File: config.mk
export PLATFORM = sky130hd
export DESIGN_NAME = gtc_timer
export DESIGN_NICKNAME = d
export VERILOG_FILES = /design/src/verilog/gtc_pkg.sv /design/src/verilog/gtc_sync.sv /design/src/verilog/gtc_prescaler.sv /design/src/verilog/gtc_timer.sv
export VERILOG_INCLUDE_DIRS = /design/src /design/src/verilog
export SDC_FILE = /design/constraint.sdc
export NUM_CORES = 1
export LEC_CHECK = 0
export ABC_AREA = 0
export BUFFER_PORTS_ARGS = -buffer_cell sky130_fd_sc_hd__buf_2
export CAP_MARGIN = 20
export CORE_UTILIZATION = 54
export CTS_BUF_LIST = sky130_fd_sc_hd__clkbuf_4
export DETAILED_ROUTE_END_ITERATION = 16
export PLACE_DENSITY = 0.81
export SYNTH_ARGS = -nofsm -noshare
export SYNTH_HDL_FRONTEND = slang
export SYNTH_SLANG_ARGS = --single-unit
File: constraint.sdc
create_clock -name clk -period 2.7 [get_ports clk]
set_clock_uncertainty 0.1 [all_clocks]
set_input_delay 0.27 -clock clk [delete_from_list [all_inputs] [get_ports clk]]
set_output_delay 0.27 -clock clk [all_outputs]
set_load 0.01 [all_outputs]
File: src/verilog/gtc_defs.svh
`ifndef GTC_DEFS_SVH
`define GTC_DEFS_SVH

// Clock source select codes
`define GTC_CS_INSTR   2'h0
`define GTC_CS_SYSTEM  2'h1
`define GTC_CS_EXTPIN  2'h2
`define GTC_CS_LFOSC   2'h3

// Prescale select codes
`define GTC_PS_DIV1    2'h0
`define GTC_PS_DIV2    2'h1
`define GTC_PS_DIV4    2'h2
`define GTC_PS_DIV8    2'h3

// Reset values, counter maximum and 8-bit wrap codes
`define GTC_COUNT_RST  16'h0000
`define GTC_PRE_RST    3'h0
`define GTC_COUNT_MAX  16'hFFFF
`define GTC_WRAP8_FROM 8'hFF
`define GTC_WRAP8_TO   8'h00

// Instruction clock is the system clock divided by four
`define GTC_INSTR_DIV  2'h3

`endif

File: src/verilog/gtc_pkg.sv
package gtc_pkg;
    typedef enum logic [1:0] {
        GTC_SP_IDLE  = 2'b00,
        GTC_SP_WAIT  = 2'b01,
        GTC_SP_PULSE = 2'b10
    } gtc_sp_state_t;
endpackage

File: src/verilog/gtc_sync.sv
`timescale 1ns/1ps
// Two-stage synchroniser for one level
module gtc_sync (
    input  wire logic clk,
    input  wire logic nrst,
    input  wire logic din,
    output logic      dout
);
    logic stage1;

    // First stage feeds only the second
    always_ff @(posedge clk or negedge nrst) begin
        if (!nrst) begin
            stage1 <= 1'b0;
            dout   <= 1'b0;
        end else begin
            stage1 <= din;
            dout   <= stage1;
        end
    end
endmodule

File: src/verilog/gtc_prescaler.sv
`timescale 1ns/1ps
`include "gtc_defs.svh"
// Divide-by-1/2/4/8 of a tick stream; count hidden from software
module gtc_prescaler (
    input  wire logic       clk,
    input  wire logic       nrst,
    input  wire logic       clear,
    input  wire logic       tick_in,
    input  wire logic [1:0] select,
    output logic            tick_out
);
    logic [2:0] pre;
    logic [2:0] mask;

    // Terminal mask for the selected ratio
    always_comb begin
        unique case (select)
            `GTC_PS_DIV1: mask = 3'h0;
            `GTC_PS_DIV2: mask = 3'h1;
            `GTC_PS_DIV4: mask = 3'h3;
            `GTC_PS_DIV8: mask = 3'h7;
        endcase
    end

    assign tick_out = tick_in && ((pre & mask) == mask);

    // Clear wins so a count-byte write restarts the division
    always_ff @(posedge clk or negedge nrst) begin
        if (!nrst) begin
            pre <= `GTC_PRE_RST;
        end else if (clear) begin
            pre <= `GTC_PRE_RST;
        end else if (tick_in) begin
            pre <= pre + 3'h1;
        end
    end
endmodule

File: src/verilog/gtc_timer.sv
`timescale 1ns/1ps
`include "gtc_defs.svh"
// What this block does
// - Prescale timer clock by 1, 2, 4, 8
// - Prescaler hidden, cleared by count writes
// - Sync bypass counts external edges directly
// - Unsync external mode counts and wakes in sleep
// - Mode switch may skip or add one
// - Count byte reads always valid
// - Gate active counts, inactive holds count
// - Gate active when level equals polarity
// - Gate source: pin or 8-bit wrap
// - 8-bit wrap FFh to 00h makes pulse
// - Toggle mode flips on gate rising edge
// - Toggle flip-flop cleared while mode off
// - Single pulse armed counts from next edge
// - Trailing edge disarms, blocks further counting
// - Gate level status always readable
// - Gate level fall sets gate event flag
// - Rollover sets flag; interrupt needs four enables
// - Sleep counting only unsync external; wakes
// - Two-bit clock source select
// - Timer-on and gating enable table
// - Count byte writes load counter directly
// - Timer off stops count, clears gate flop
module gtc_timer
    import gtc_pkg::*;
#(
    parameter int WIDTH = 16
) (
    input  wire logic             clk,
    input  wire logic             nrst,
    input  wire logic             timer_on,
    input  wire logic [1:0]       clock_source_select,
    input  wire logic [1:0]       input_prescale_select,
    input  wire logic             sync_bypass,
    input  wire logic             gating_enable,
    input  wire logic             gate_polarity,
    input  wire logic             gate_toggle_mode,
    input  wire logic             gate_single_pulse_mode,
    input  wire logic             gate_source_select,
    input  wire logic             arm_set,
    input  wire logic             arm_clear,
    input  wire logic             external_clock_pin,
    input  wire logic             low_freq_internal_osc,
    input  wire logic             gate_input_pin,
    input  wire logic [7:0]       eight_bit_timer_count,
    input  wire logic             sleep_mode,
    input  wire logic             count_low_wr,
    input  wire logic             count_high_wr,
    input  wire logic [7:0]       wr_data,
    input  wire logic             rollover_flag_clear,
    input  wire logic             gate_event_flag_clear,
    input  wire logic             rollover_irq_enable,
    input  wire logic             gate_event_irq_enable,
    input  wire logic             peripheral_irq_enable,
    input  wire logic             global_irq_enable,
    output logic [7:0]            count_low_byte,
    output logic [7:0]            count_high_byte,
    output logic                  single_pulse_armed,
    output logic                  gate_level_status,
    output logic                  gate_event_flag,
    output logic                  rollover_flag,
    output logic                  irq,
    output logic                  wake
);
    logic [WIDTH-1:0] count;
    logic [1:0]       instr_div;
    logic             ext_sync;
    logic             gate_pin_sync;
    logic             lfosc_sync;
    logic             ext_prev;
    logic             ext_raw_prev;
    logic             lfosc_prev;
    logic             ext_fall_seen;
    logic [7:0]       t8_prev;
    logic             wrap_pulse;
    logic             gate_src;
    logic             gate_src_prev;
    logic             gate_toggle;
    logic             gate_level;
    logic             gate_prev;
    logic             next_gate_status;
    logic             raw_tick;
    logic             pre_tick;
    logic             count_enable;
    logic             gate_ok;
    logic             count_wr;
    logic             rollover_evt;
    logic             gate_fall_evt;
    logic             ext_edge;
    gtc_sp_state_t    sp_state;

    assign count_wr = count_low_wr || count_high_wr;

    // Synchronisers for external clock, gate pin and slow oscillator
    gtc_sync u_sync_ext (
        .clk  (clk),
        .nrst (nrst),
        .din  (external_clock_pin),
        .dout (ext_sync)
    );
    gtc_sync u_sync_gate (
        .clk  (clk),
        .nrst (nrst),
        .din  (gate_input_pin),
        .dout (gate_pin_sync)
    );
    gtc_sync u_sync_lfosc (
        .clk  (clk),
        .nrst (nrst),
        .din  (low_freq_internal_osc),
        .dout (lfosc_sync)
    );

    // Edge history; ext_raw_prev and t8_prev sample unsynchronised inputs
    always_ff @(posedge clk or negedge nrst) begin
        if (!nrst) begin
            ext_prev     <= 1'b0;
            ext_raw_prev <= 1'b1; // Idle-high pin gives no false rise after reset
            lfosc_prev   <= 1'b0;
            t8_prev      <= `GTC_WRAP8_TO;
        end else begin
            ext_prev     <= ext_sync;
            ext_raw_prev <= external_clock_pin;
            lfosc_prev   <= lfosc_sync;
            t8_prev    <= eight_bit_timer_count;
        end
    end

    // Instruction clock divider, free running
    always_ff @(posedge clk or negedge nrst) begin
        if (!nrst) begin
            instr_div <= 2'h0;
        end else begin
            instr_div <= instr_div + 2'h1;
        end
    end

    // A falling edge must precede the first counted rising edge
    always_ff @(posedge clk or negedge nrst) begin
        if (!nrst) begin
            ext_fall_seen <= 1'b0;
        end else if (!timer_on || count_wr) begin
            ext_fall_seen <= 1'b0;
        end else if (sync_bypass ? (ext_raw_prev && !external_clock_pin) : (ext_prev && !ext_sync)) begin
            ext_fall_seen <= 1'b1;
        end
    end

    // Bypass edge-detects the raw pin in one flop, so each rise counts once;
    // switching modes may drop or add one increment
    assign ext_edge = sync_bypass ? (external_clock_pin && !ext_raw_prev)
                                  : (ext_sync && !ext_prev);

    // Clock source selection
    always_comb begin
        unique case (clock_source_select)
            `GTC_CS_INSTR:  raw_tick = (instr_div == `GTC_INSTR_DIV);
            `GTC_CS_SYSTEM: raw_tick = 1'b1;
            `GTC_CS_EXTPIN: raw_tick = ext_edge && ext_fall_seen;
            `GTC_CS_LFOSC:  raw_tick = lfosc_sync && !lfosc_prev;
        endcase
    end

    // Prescaler, cleared on any count-byte write
    gtc_prescaler u_pre (
        .clk      (clk),
        .nrst     (nrst),
        .clear    (count_wr),
        .tick_in  (raw_tick && timer_on),
        .select   (input_prescale_select),
        .tick_out (pre_tick)
    );

    // Wrap pulse from the 8-bit timer
    assign wrap_pulse = (t8_prev == `GTC_WRAP8_FROM) &&
                        (eight_bit_timer_count == `GTC_WRAP8_TO);
    assign gate_src = gate_source_select ? wrap_pulse : gate_pin_sync;

    // Toggle flop; polarity is applied before it
    always_ff @(posedge clk or negedge nrst) begin
        if (!nrst) begin
            gate_src_prev <= 1'b0;
            gate_toggle   <= 1'b0;
        end else begin
            gate_src_prev <= gate_src ~^ gate_polarity;
            if (!gate_toggle_mode || !timer_on) begin
                gate_toggle <= 1'b0;
            end else if ((gate_src ~^ gate_polarity) && !gate_src_prev) begin
                gate_toggle <= !gate_toggle;
            end
        end
    end

    // Active gate level: polarity match, or toggle output
    logic gate_pol_level;
    assign gate_pol_level = gate_src ~^ gate_polarity;

    // Single-pulse: armed, then a pulse, then done
    always_ff @(posedge clk or negedge nrst) begin
        if (!nrst) begin
            sp_state <= GTC_SP_IDLE;
        end else begin
            unique case (sp_state)
                GTC_SP_IDLE: begin
                    if (arm_set) begin
                        sp_state <= GTC_SP_WAIT;
                    end
                end
                GTC_SP_WAIT: begin
                    if (arm_clear) begin
                        sp_state <= GTC_SP_IDLE;
                    end else if (gate_level && !gate_prev) begin
                        sp_state <= GTC_SP_PULSE;
                    end
                end
                GTC_SP_PULSE: begin
                    if (arm_clear || (!gate_level && gate_prev)) begin
                        sp_state <= GTC_SP_IDLE;
                    end
                end
                default: sp_state <= GTC_SP_IDLE;
            endcase
        end
    end

    assign single_pulse_armed = (sp_state != GTC_SP_IDLE);

    // Level seen by the counter, before single-pulse qualification
    always_comb begin
        gate_level = gate_toggle_mode ? gate_toggle : gate_pol_level;
    end

    // Status follows the captured pulse only in single-pulse mode
    assign next_gate_status = gate_single_pulse_mode ? (gate_level && sp_state == GTC_SP_PULSE)
                                                     : gate_level;

    // Gate value status and its history
    always_ff @(posedge clk or negedge nrst) begin
        if (!nrst) begin
            gate_prev         <= 1'b0;
            gate_level_status <= 1'b0;
        end else begin
            gate_prev         <= gate_level;
            gate_level_status <= next_gate_status;
        end
    end

    // Gate lets counts through only in the captured pulse in single-pulse mode
    assign gate_ok = gate_single_pulse_mode ? (gate_level && sp_state == GTC_SP_PULSE)
                                            : gate_level;

    // Sleep halts all but unsynchronised external counting
    assign count_enable = timer_on && (!gating_enable || gate_ok) &&
                          (!sleep_mode || (sync_bypass &&
                           clock_source_select == `GTC_CS_EXTPIN));

    assign rollover_evt = pre_tick && count_enable && (count == `GTC_COUNT_MAX);

    // Counter; writes load a byte at once and take priority
    always_ff @(posedge clk or negedge nrst) begin
        if (!nrst) begin
            count <= `GTC_COUNT_RST;
        end else if (count_low_wr) begin
            count[7:0] <= wr_data;
        end else if (count_high_wr) begin
            count[15:8] <= wr_data;
        end else if (pre_tick && count_enable) begin
            count <= count + 16'h0001;
        end
    end

    // Byte views come straight from the counter flops, so reads are clean
    assign count_low_byte  = count[7:0];
    assign count_high_byte = count[15:8];

    // Event tracks the status bit itself, so a disarm mid-pulse also counts
    assign gate_fall_evt = gate_level_status && !next_gate_status;

    // Sticky flags: a new event beats a simultaneous clear
    always_ff @(posedge clk or negedge nrst) begin
        if (!nrst) begin
            rollover_flag   <= 1'b0;
            gate_event_flag <= 1'b0;
        end else begin
            if (rollover_evt) begin
                rollover_flag <= 1'b1;
            end else if (rollover_flag_clear) begin
                rollover_flag <= 1'b0;
            end
            if (gate_fall_evt) begin
                gate_event_flag <= 1'b1;
            end else if (gate_event_flag_clear) begin
                gate_event_flag <= 1'b0;
            end
        end
    end

    // Interrupt and wake requests
    logic ro_req;
    logic ge_req;
    assign ro_req = rollover_flag && rollover_irq_enable && timer_on;
    assign ge_req = gate_event_flag && gate_event_irq_enable;
    assign irq    = (ro_req || ge_req) && peripheral_irq_enable && global_irq_enable;
    assign wake   = sleep_mode && ro_req && peripheral_irq_enable;
endmodule

==> Yosys cells after proc, flatten, opt, wreduce, memory -nomap -nowiden <==
Cells that the tools add are included.
{ "word_totals": {"register_bits": 47, "input_bits": 43, "out_inout_bits": 22} }
{ "op_classes": {"reduce_logical": 62, "muxes": 26, "eq_ne": 16, "n_bitwise": 3, "add_sub_neg": 3} }
{ "op_table": {"columns": ["operator", "count"], "rows": [
  ["1-bit logical AND", 26],
  ["8-bit two-way mux", 3],
  ["16-bit by 1-bit adder with 16-bit output, second input constant", 1],
  ["16-bit equality test, second input constant", 1],
  ["16-bit two-way mux", 1],
  ["2-bit nonzero test", 8],
  ["1-bit logical NOT", 14],
  ["1-bit two-way mux", 13],
  ["2-bit equality test, second input constant", 6],
  ["3-bit case mux with 4 select lines", 1],
  ["8-bit equality test, second input constant", 1],
  ["8-bit logical NOT", 1],
  ["2-bit two-way mux", 4],
  ["1-bit logical OR", 7],
  ["2-bit by 1-bit equality test with 1-bit output, second input constant", 3],
  ["2-bit logical NOT", 3],
  ["3-bit two-way mux", 2],
  ["2-bit inequality test, second input constant", 3],
  ["2-bit case mux with 3 select lines", 1],
  ["1-bit case mux with 4 select lines", 1],
  ["2-bit AND reduction", 2],
  ["3-bit by 1-bit adder with 3-bit output, second input constant", 1],
  ["3-bit AND", 1],
  ["3-bit equality test", 1],
  ["other kinds (5)", 5]
]} }

==> Longest topological paths before layout <==
Gate-level depths: netlist (run 1).
{ "logic_depth": {"depth_word": 14, "ltp_mapped": 8, "mapped_depth_nobuf": 7} }

==> Cells and area by module <==
From an unflattened synthesis (run 1), not the netlist that was laid out.
{ "unflattened": {"hier_cells": 241, "hier_area_um2": 2391.0} }
{ "by_module_without_submodules": {"columns": ["mod", "n_inst", "seq_area_each_um2", "cells_each", "area_each_um2"], "rows": [
  ["gtc_timer", 1, 952.2, 219, 2085.8],
  ["gtc_prescaler", 1, 75.1, 16, 155.1],
  ["gtc_sync", 3, 50.0, 2, 50.0]
]} }

==> Least setup slack after synthesis (run 1) <==
No wires, ideal clock.
{ "synth_timing": {"kind": "register -> register", "startpoint": "register count[0]", "endpoint": "register count[6]", "t_arrival_ns": 1.935, "slack_ns": 0.584, "path_stages_with_launch": 6, "setup_time_ns": 0.082, "synth_period_minus_slack_ns": 2.116, "path_cell_list": "dfrtp_1 > ha_1 > nand2_1 > or4b_2 > or4_1 > a31oi_1"} }
{ "synth_between": {"elab_chain_cells": 4} }
{ "synth_rtl": {"columns": ["element", "line_no", "text"], "rows": [
  ["from (decl)", "gtc_timer.sv:67", "logic [WIDTH-1:0] count;"],
  ["from (signal assigned)", "gtc_timer.sv:264", "count <= `GTC_COUNT_RST;"],
  ["from (signal assigned)", "gtc_timer.sv:266", "count[7:0] <= wr_data;"],
  ["from (signal assigned)", "gtc_timer.sv:270", "count <= count + 16'h0001;"],
  ["16-bit by 1-bit adder with 16-bit output", "gtc_timer.sv:270", null],
  ["16-bit two-way mux", "gtc_timer.sv:269", "end else if (pre_tick && count_enable) begin"],
  ["8-bit two-way mux", "gtc_timer.sv:267", "end else if (count_high_wr) begin"],
  ["8-bit two-way mux", "gtc_timer.sv:265", "end else if (count_low_wr) begin"]
]} }
No other way between the ends. The select of a mux whose other input is x is not followed.
A chain may end at the register's enable or synchronous reset.

==> Worst setup path after layout (run 1) <==
{ "layout_timing": {"startpoint": "input eight_bit_timer_count[0]", "endpoint": "register count[8]"} }
{ "layout_between": {"elab_chain_cells": 13} }
{ "layout_rtl": {"columns": ["element", "line_no", "text"], "rows": [
  ["from (decl)", "gtc_timer.sv:47", "input wire logic [7:0] eight_bit_timer_count,"],
  ["8-bit logical NOT (no line) (*)", null, null],
  ["1-bit logical AND (*)", "gtc_timer.sv:177", "assign wrap_pulse = (t8_prev == `GTC_WRAP8_FROM) &&"],
  ["1-bit two-way mux (*)", "gtc_timer.sv:179", "assign gate_src = gate_source_select ? wrap_pulse : gate_pin_sync;"],
  ["1-bit bitwise XNOR (*)", "gtc_timer.sv:198", "assign gate_pol_level = gate_src ~^ gate_polarity;"],
  ["1-bit two-way mux (*)", "gtc_timer.sv:232", "gate_level = gate_toggle_mode ? gate_toggle : gate_pol_level;"],
  ["1-bit logical AND", "gtc_timer.sv:251", "assign gate_ok = gate_single_pulse_mode ? (gate_level && sp_state == GTC_SP_PULSE)"],
  ["1-bit two-way mux (*)", "gtc_timer.sv:251", null],
  ["1-bit logical OR (*)", "gtc_timer.sv:255", "assign count_enable = timer_on && (!gating_enable || gate_ok) &&"],
  ["1-bit logical AND (*) (2 in series)", "gtc_timer.sv:255", null],
  ["1-bit logical AND (*)", "gtc_timer.sv:269", null],
  ["2-bit nonzero test (no line) (*)", null, null],
  ["2-bit AND reduction (no line) (*)", null, null],
  ["to (signal assigned)", "gtc_timer.sv:264", null],
  ["to (signal assigned)", "gtc_timer.sv:268", "count[15:8] <= wr_data;"],
  ["to (signal assigned)", "gtc_timer.sv:270", null]
]} }
Mark *: on every way between the ends. The rest lies on a longest branch, timed or not.

==> run metrics, run 1 <==
status finished clean; CP delay by family, top simple AND/OR/NAND/NOR gates; vias in the first global route ~2200; Slowest-stage cell, CP dlygate4sd3_1; Crit path buffers/inverters 2; post-CTS sizing 0; Routability Congestion ~0.9; filler instances 326; Critical Path Max Stage Delay 0.55 ns; Yosys warning count 0; number of port buffers 64; Worst Hold Class primary input to flop; min Tclk post-route 2.50 ns; clk_lat worst skew 0.37 ns; Initial Utilization between 50 and 60%; GRT overflow 0; cells along the critical path dlygate4sd3_1 > buf_2 > nor4b_2 > nand3_1 > mux2_4 > o21a_4 > or4_1 > a31oi_1; startpoint types primary input; first-pass GRT wire length 10.1 mm; Routed Antenna Nets 0; Synth top cells by count dfrtp_1 (46), nand2_1 (20), nor2_1 (20); Syn Nets between 200 and 300; Multi-input gate area 1150 um2; RSZ-0062 raised after global routing false; Via Count about 2300; Finish-stage setup viols 0; worst-path fanout max 19; clock sink total 47; Final Slew Violations 0; All-Layer GR Usage between 20% and 30%; largest net degree at the start of global routing 48; top-area cell type share of the netlist area ~47%; register area share after synthesis between 40% and 50%; Residual DRC 0; die width about 69 um; Yosys reg bits 47; Req. time, crit path slightly below 3 ns; Setup TNS 0 ns; Wirelength per Cell ~17 um; post-synth cell types 60; crit end category flop; nets around 370; EDFF count, synth 0; crit share post-route 92.6%; top cells by area in the synthesized netlist dfrtp_1 (47%), nand2_1 (3.1%), nor2_1 (3.1%); H-Tree Depth 2; WL final ~6.3 mm; top-count cell post-synth dfrtp_1; VDD IR max 0.356 mV; CTS Buf Count 5; Async S/R FF share, synth 100%; Clk pin slew, worst setup/hold paths 0.15 ns; Critical Path AT 2.70 ns; # Max-Cap Violations 0; layout cell share with drive strength beyond 1 26.7%; Core Area between 4000 and 5000 um2; Power, Total 0.00145 W; n_diodes 0; row count 23; post-synth top area cell dfrtp_1; drt first pass iters 4; initial antenna violation count 0; Iter 0 DRT Violations 252; Rel. slew slack 55.7%; Die ar. approximately 4800 um2; Area Growth Syn to Fin 23.3%; Leakage Power ~1.3 nW; Setup Crit Path Kind primary input to flop; ys flop type dfrtp_1; pwr/cell area 485 nW/um2; FF/Latch Area roughly 1200 um2; final hold violations 0; synthesized cell area between 2000 and 2500 um2; Vias/cell 6.14; Mean Syn Cell Area 9.69 um2; hpwl dp between 4 and 5 mm; cells after synthesis between 200 and 300; CTS tree yes; CTS Buffer Depth 2; Worst Tran Pin Value ~0.67 ns; IO Count 65; die height about 70 um; clk root buf clkbuf_4; Achievable Freq about 0.4 GHz
[metrics by stage]
stage | setup slack [ns] | area, um2 | util (%) | hold slack, ns | instances
global placement | 0.388 | 2780 | 67.0 | 0.238 | 357
finish | 0.201 | 2990 | 72.1 | 0.0367 | 379
detailed placement | 0.332 | 2780 | 67.0 | 0.244 | 357
CTS | 0.206 | 2960 | 71.4 | 0.00288 | 377
floorplan | 0.584 | 2420 | - | -0.126 | 250
global route | 0.0754 | 2990 | 72.1 | 0.0341 | 379
[layer usage]
metal	track usage (%)	wire length, um	vias up
met5	0	0	-
met4	9.69	131	0
met3	5.59	463	13
met2	47.6	3110	103
met1	38.6	2600	1117
li1	-	-	1095
[kinds of logic after synthesis]
group | Yosys count | synth area share (%)
AOI/OAI and AO/OA | 61 | 18.3
xor gates and xnor gates | 3 | 1.08
adders and majority gates | 3 | 1.55
buffers and inverters | 24 | 4.13
DFF | 47 | 48.6
muxes | 2 | 1.03
and+or+nand+nor | 110 | 25.3
[path summary, 6_finish.rpt]
check / from / slack, ns / cells after the start / to
max: eight_bit_timer_count[0] / 0.20 / 8 / count[8]
min: arm_clear / 0.04 / 3 / sp_state[1]
max reg2reg: u_pre.pre[0] / 0.34 / 5 / count[3]
min reg2reg: u_sync_gate.stage1 / 0.27 / 0 / u_sync_gate.dout
max in group asynchronous: nrst / 1.86 / 3 / ext_raw_prev
min in group asynchronous: nrst / 0.15 / 2 / u_sync_gate.stage1
[where the power goes]
part           switching, W  total (W)  internal (W)
Clock              0.000239   0.000355      0.000116
Sequential        0.0000529   0.000808      0.000756
Combinational      0.000156   0.000287      0.000131
Total              0.000448    0.00145       0.00100
[worst min-delay path: cells and delay by family]
kind,cells,cell delay [ns]
buffers and inverters,2,0.12
AO/OA/AOI/OAI,1,0.10
[placed cells by master (no fill, tap or decap), drive strengths merged, types with 4 or more instances in the layout]
cell type	n
o21ai	7
buf	67
nor2	20
nand4	6
a211oi	4
nor4	4
dfrtp	46
or2	5
nand2	21
o31ai	7
a31oi	7
a21oi	8
dlygate4sd3	13
inv	15
or4	7
clkbuf	6
nand3	11
nor3	10
nand2b	8
[registers in the layout, summed over array words and instances, names as in the netlist, 2 cells and up]
register   cells
count         16
instr_div      2
sp_state       2
t8_prev        8
u_pre.pre      3
[layout make-up]
type | instances | share of cell area, %
clock buffers | 6 | 1.51
clock inverters | 2 | 0.544
inverters | 15 | 1.88
multi-input cells | 179 | 38.3
flip-flops and latches | 47 | 39.4
well taps | 50 | 2.09
repair buffers | 80 | 16.2
[timing repair]
item | CTS | global route
hold buffers | 12 | 1
buffers inserted | 0 | 0
endpoints found under the hold margin | 13 | 46
Note: power is estimated with default switching activity, not from simulation.
==> run 2: changes to the inputs <==
--- a/config.mk
+++ b/config.mk
@@ -9,10 +9,11 @@
 export ABC_AREA = 0
 export BUFFER_PORTS_ARGS = -buffer_cell sky130_fd_sc_hd__buf_2
 export CAP_MARGIN = 20
-export CORE_UTILIZATION = 54
+export CORE_UTILIZATION = 58
 export CTS_BUF_LIST = sky130_fd_sc_hd__clkbuf_4
 export DETAILED_ROUTE_END_ITERATION = 16
-export PLACE_DENSITY = 0.81
+export PLACE_DENSITY = 0.86
 export SYNTH_ARGS = -nofsm -noshare
 export SYNTH_HDL_FRONTEND = slang
+export SYNTH_HIERARCHICAL = 1
 export SYNTH_SLANG_ARGS = --single-unit
==> constraint.sdc (replaced) <==
create_clock -name clk -period 3.2 [get_ports clk]
set_clock_uncertainty 0.1 [all_clocks]
set_input_delay 0.32 -clock clk [delete_from_list [all_inputs] [get_ports clk]]
set_output_delay 0.32 -clock clk [all_outputs]
set_load 0.01 [all_outputs]
==> run metrics, run 2 <==
status finished clean; min Tclk post-route around 2.9 ns; Comb power frac approximately 20%; Yosys reg bits 47; Power, Total 0.00123 W; Worst Hold Class primary input to flop; synthesized cell area 2390 um2; Syn Nets around 290; clock sink total 47; Slowest-stage cell, CP dlygate4sd3_1; die width approximately 66 um; post-CTS sizing 0; Clock power frac 23.8%; FF-to-FF setup slack around 0.35 ns; Die ar. 4380 um2; startpoint types primary input; EDFF count, synth 0; GRT overflow 0; Rel. slew slack between 50% and 60%; Clk pin slew, worst setup/hold paths between 0.1 and 0.15 ns; VDD IR max approximately 0.35 mV; Cell Int Power about 0.00085 W; biggest regs count x16, t8_prev x8, u_pre/pre x3; Critical Path Max Stage Delay around 0.52 ns; WL final 5.35 mm; CTS tree yes; clk_lat worst skew between 0.3 and 0.4 ns; register area share after synthesis approximately half; Sw Pwr 0.000374 W; post-synth top area cell dfrtp_1; r2r worst-path depth 12; Iter 0 DRT Violations a little over 200; Mean Syn Cell Area approximately 9.9 um2; Hold WS approximately 0.022 ns; setup ws final around 0.30 ns; post-synth cell types approximately 60; Routed Antenna Nets 0; worst-path fanout max 13; IO Count 65; Leakage Power around 1.4 nW; switching part of the total power a little under a third; Setup Buffers After CTS 0; hold endpoint gate_event_flag; number of port buffers 64; Initial Utilization between 60 and 70%; Area Growth Syn to Fin 23.5%; Wirelength per Cell around 14 um; ys flop type dfrtp_1; top-count cell post-synth dfrtp_1; cells after synthesis about 240; Vias/cell around 6; die height 66.2 um; top cells by area in the synthesized netlist dfrtp_1 (48%), nor2_1 (3.5%), a21oi_1 (2.9%); final hold violations 0; Routability Congestion slightly below 0.9; filler instances roughly 270; row count 22; largest net degree at the start of global routing between 40 and 50; Core Area about 3800 um2; Reg power frac a little under three fifths; Place WS 0.343 ns; CTS Buf Count 5; hpwl dp 3.88 mm; clk root buf clkbuf_4; Worst Tran Pin Value roughly 0.73 ns; Via Count approximately 2200; Critical Path AT 3.10 ns; n_diodes 0; Async S/R FF share, synth 100%; # Max-Cap Violations 0; most frequent cells in the layout buf_2 (64), dfrtp_1 (46), nor2_1 (22); most used cell, CP nand2_1; hold_sp gate_event_flag_clear; top-area cell type share of the netlist area around half; pwr/cell area between 400 and 500 nW/um2; worst hold path depth 2; Largest Register count; Achievable Freq around 0.34 GHz; Setup TNS 0 ns; Req. time, crit path approximately 3.4 ns; Multi-input gate area around 1100 um2; crit share post-route about 91%; Critical R2R Launch u_sync_ext/dout; H-Tree Depth 2; RSZ-0062 raised after global routing false; Yosys warning count 6; vias in the first global route roughly 2000; initial antenna violation count 0; Finish-stage setup viols 0; layout cell share with drive strength beyond 1 28.4%; max reg flops 16; Setup Crit Path Kind primary input to flop; drt first pass iters 4; All-Layer GR Usage a little over a quarter; Residual DRC 0; commonest non-fill, non-tap cell in the layout buf_2; RR Endpoint count[5]; cells along the critical path dlygate4sd3_1 > buf_2 > nand2_1 > o32ai_1 > a311oi_1 > nor2_1 > o21ai_0 > a21oi_1 > nand2_1 > a21oi_4 > and4_1 > a21oi_2 > or4_1 > a31oi_1; Synth top cells by count dfrtp_1 (46), nor2_1 (22), nand2_1 (17); crit end category flop; fin util between 70% and 80%; nets 369; first-pass GRT wire length between 8 and 9 mm; CTS Buffer Depth 2; Final Slew Violations 0; FF/Latch Area roughly 1200 um2
-- run 2: kinds of logic after synthesis --
group           share of synthesized area, %
xor+xnor                                1.47
fa+ha+maj                               1.57
buf+inv                                 3.87
simple gates                            23.0
flops                                   49.2
compound gates                          19.4
mux                                     1.47
-- run 2: through the flow --
stage	area, um2	std cells
2_1_floorplan	2390	241
3_3_place_gp	2740	350
3_5_place_dp	2740	350
4_1_cts	2920	370
5_1_grt	2950	372
6_report	2950	372
-- run 2: area by class of cell --
| cell class | instances | share of cell area (%) |
|---|---|---|
| Clock buffer | 6 | 1.52 |
| Clock inverter | 2 | 0.551 |
| Inverter | 15 | 1.91 |
| Multi-Input combinational cell | 175 | 38.0 |
| Sequential cell | 47 | 39.9 |
| Tap cell | 48 | 2.03 |
| Timing Repair Buffer | 79 | 16.2 |
-- run 2: critical path: cells and delay by family --
family          cells  cell delay [ns]
compound gates      7             1.04
buf+inv             2             0.64
simple gates        5             1.09
-- run 2: metal layers --
layer,up-vias,share of wire [%],track usage [%]
met5,-,0,0
met4,0,2.2,12.8
met3,10,4.5,5.00
met2,57,50,46.9
met1,1046,43,33.1
li1,1060,-,-
-- run 2: how the worst max path moves through the flow --
stage                            start        to  slack, ns  depth (start not counted)
finish              external_clock_pin  count[5]       0.30                         14
global route        external_clock_pin  count[5]       0.12                         14
CTS                 external_clock_pin  count[5]       0.32                         14
detailed placement         sync_bypass  count[5]       0.34                         12
global placement           sync_bypass  count[5]       0.46                         12
floorplan              u_sync_ext/dout  count[4]       0.47                         13
-- run 2: power by group through the flow --
stage | sequential (W) | combinational (W) | clock (W)
after floorplan | 0.000708 | 0.000113 | 0
after global placement | 0.000702 | 0.000220 | 0
after detailed placement | 0.000703 | 0.000226 | 0
after CTS | 0.000691 | 0.000238 | 0.000299
after global routing | 0.000700 | 0.000271 | 0.000324
final | 0.000692 | 0.000242 | 0.000292
-- run 2: what timing repair did --
action | in CTS | in global routing
endpoints found under the setup margin | 0 | 0
endpoints found under the hold margin | 13 | 16
hold buffers | 12 | 1
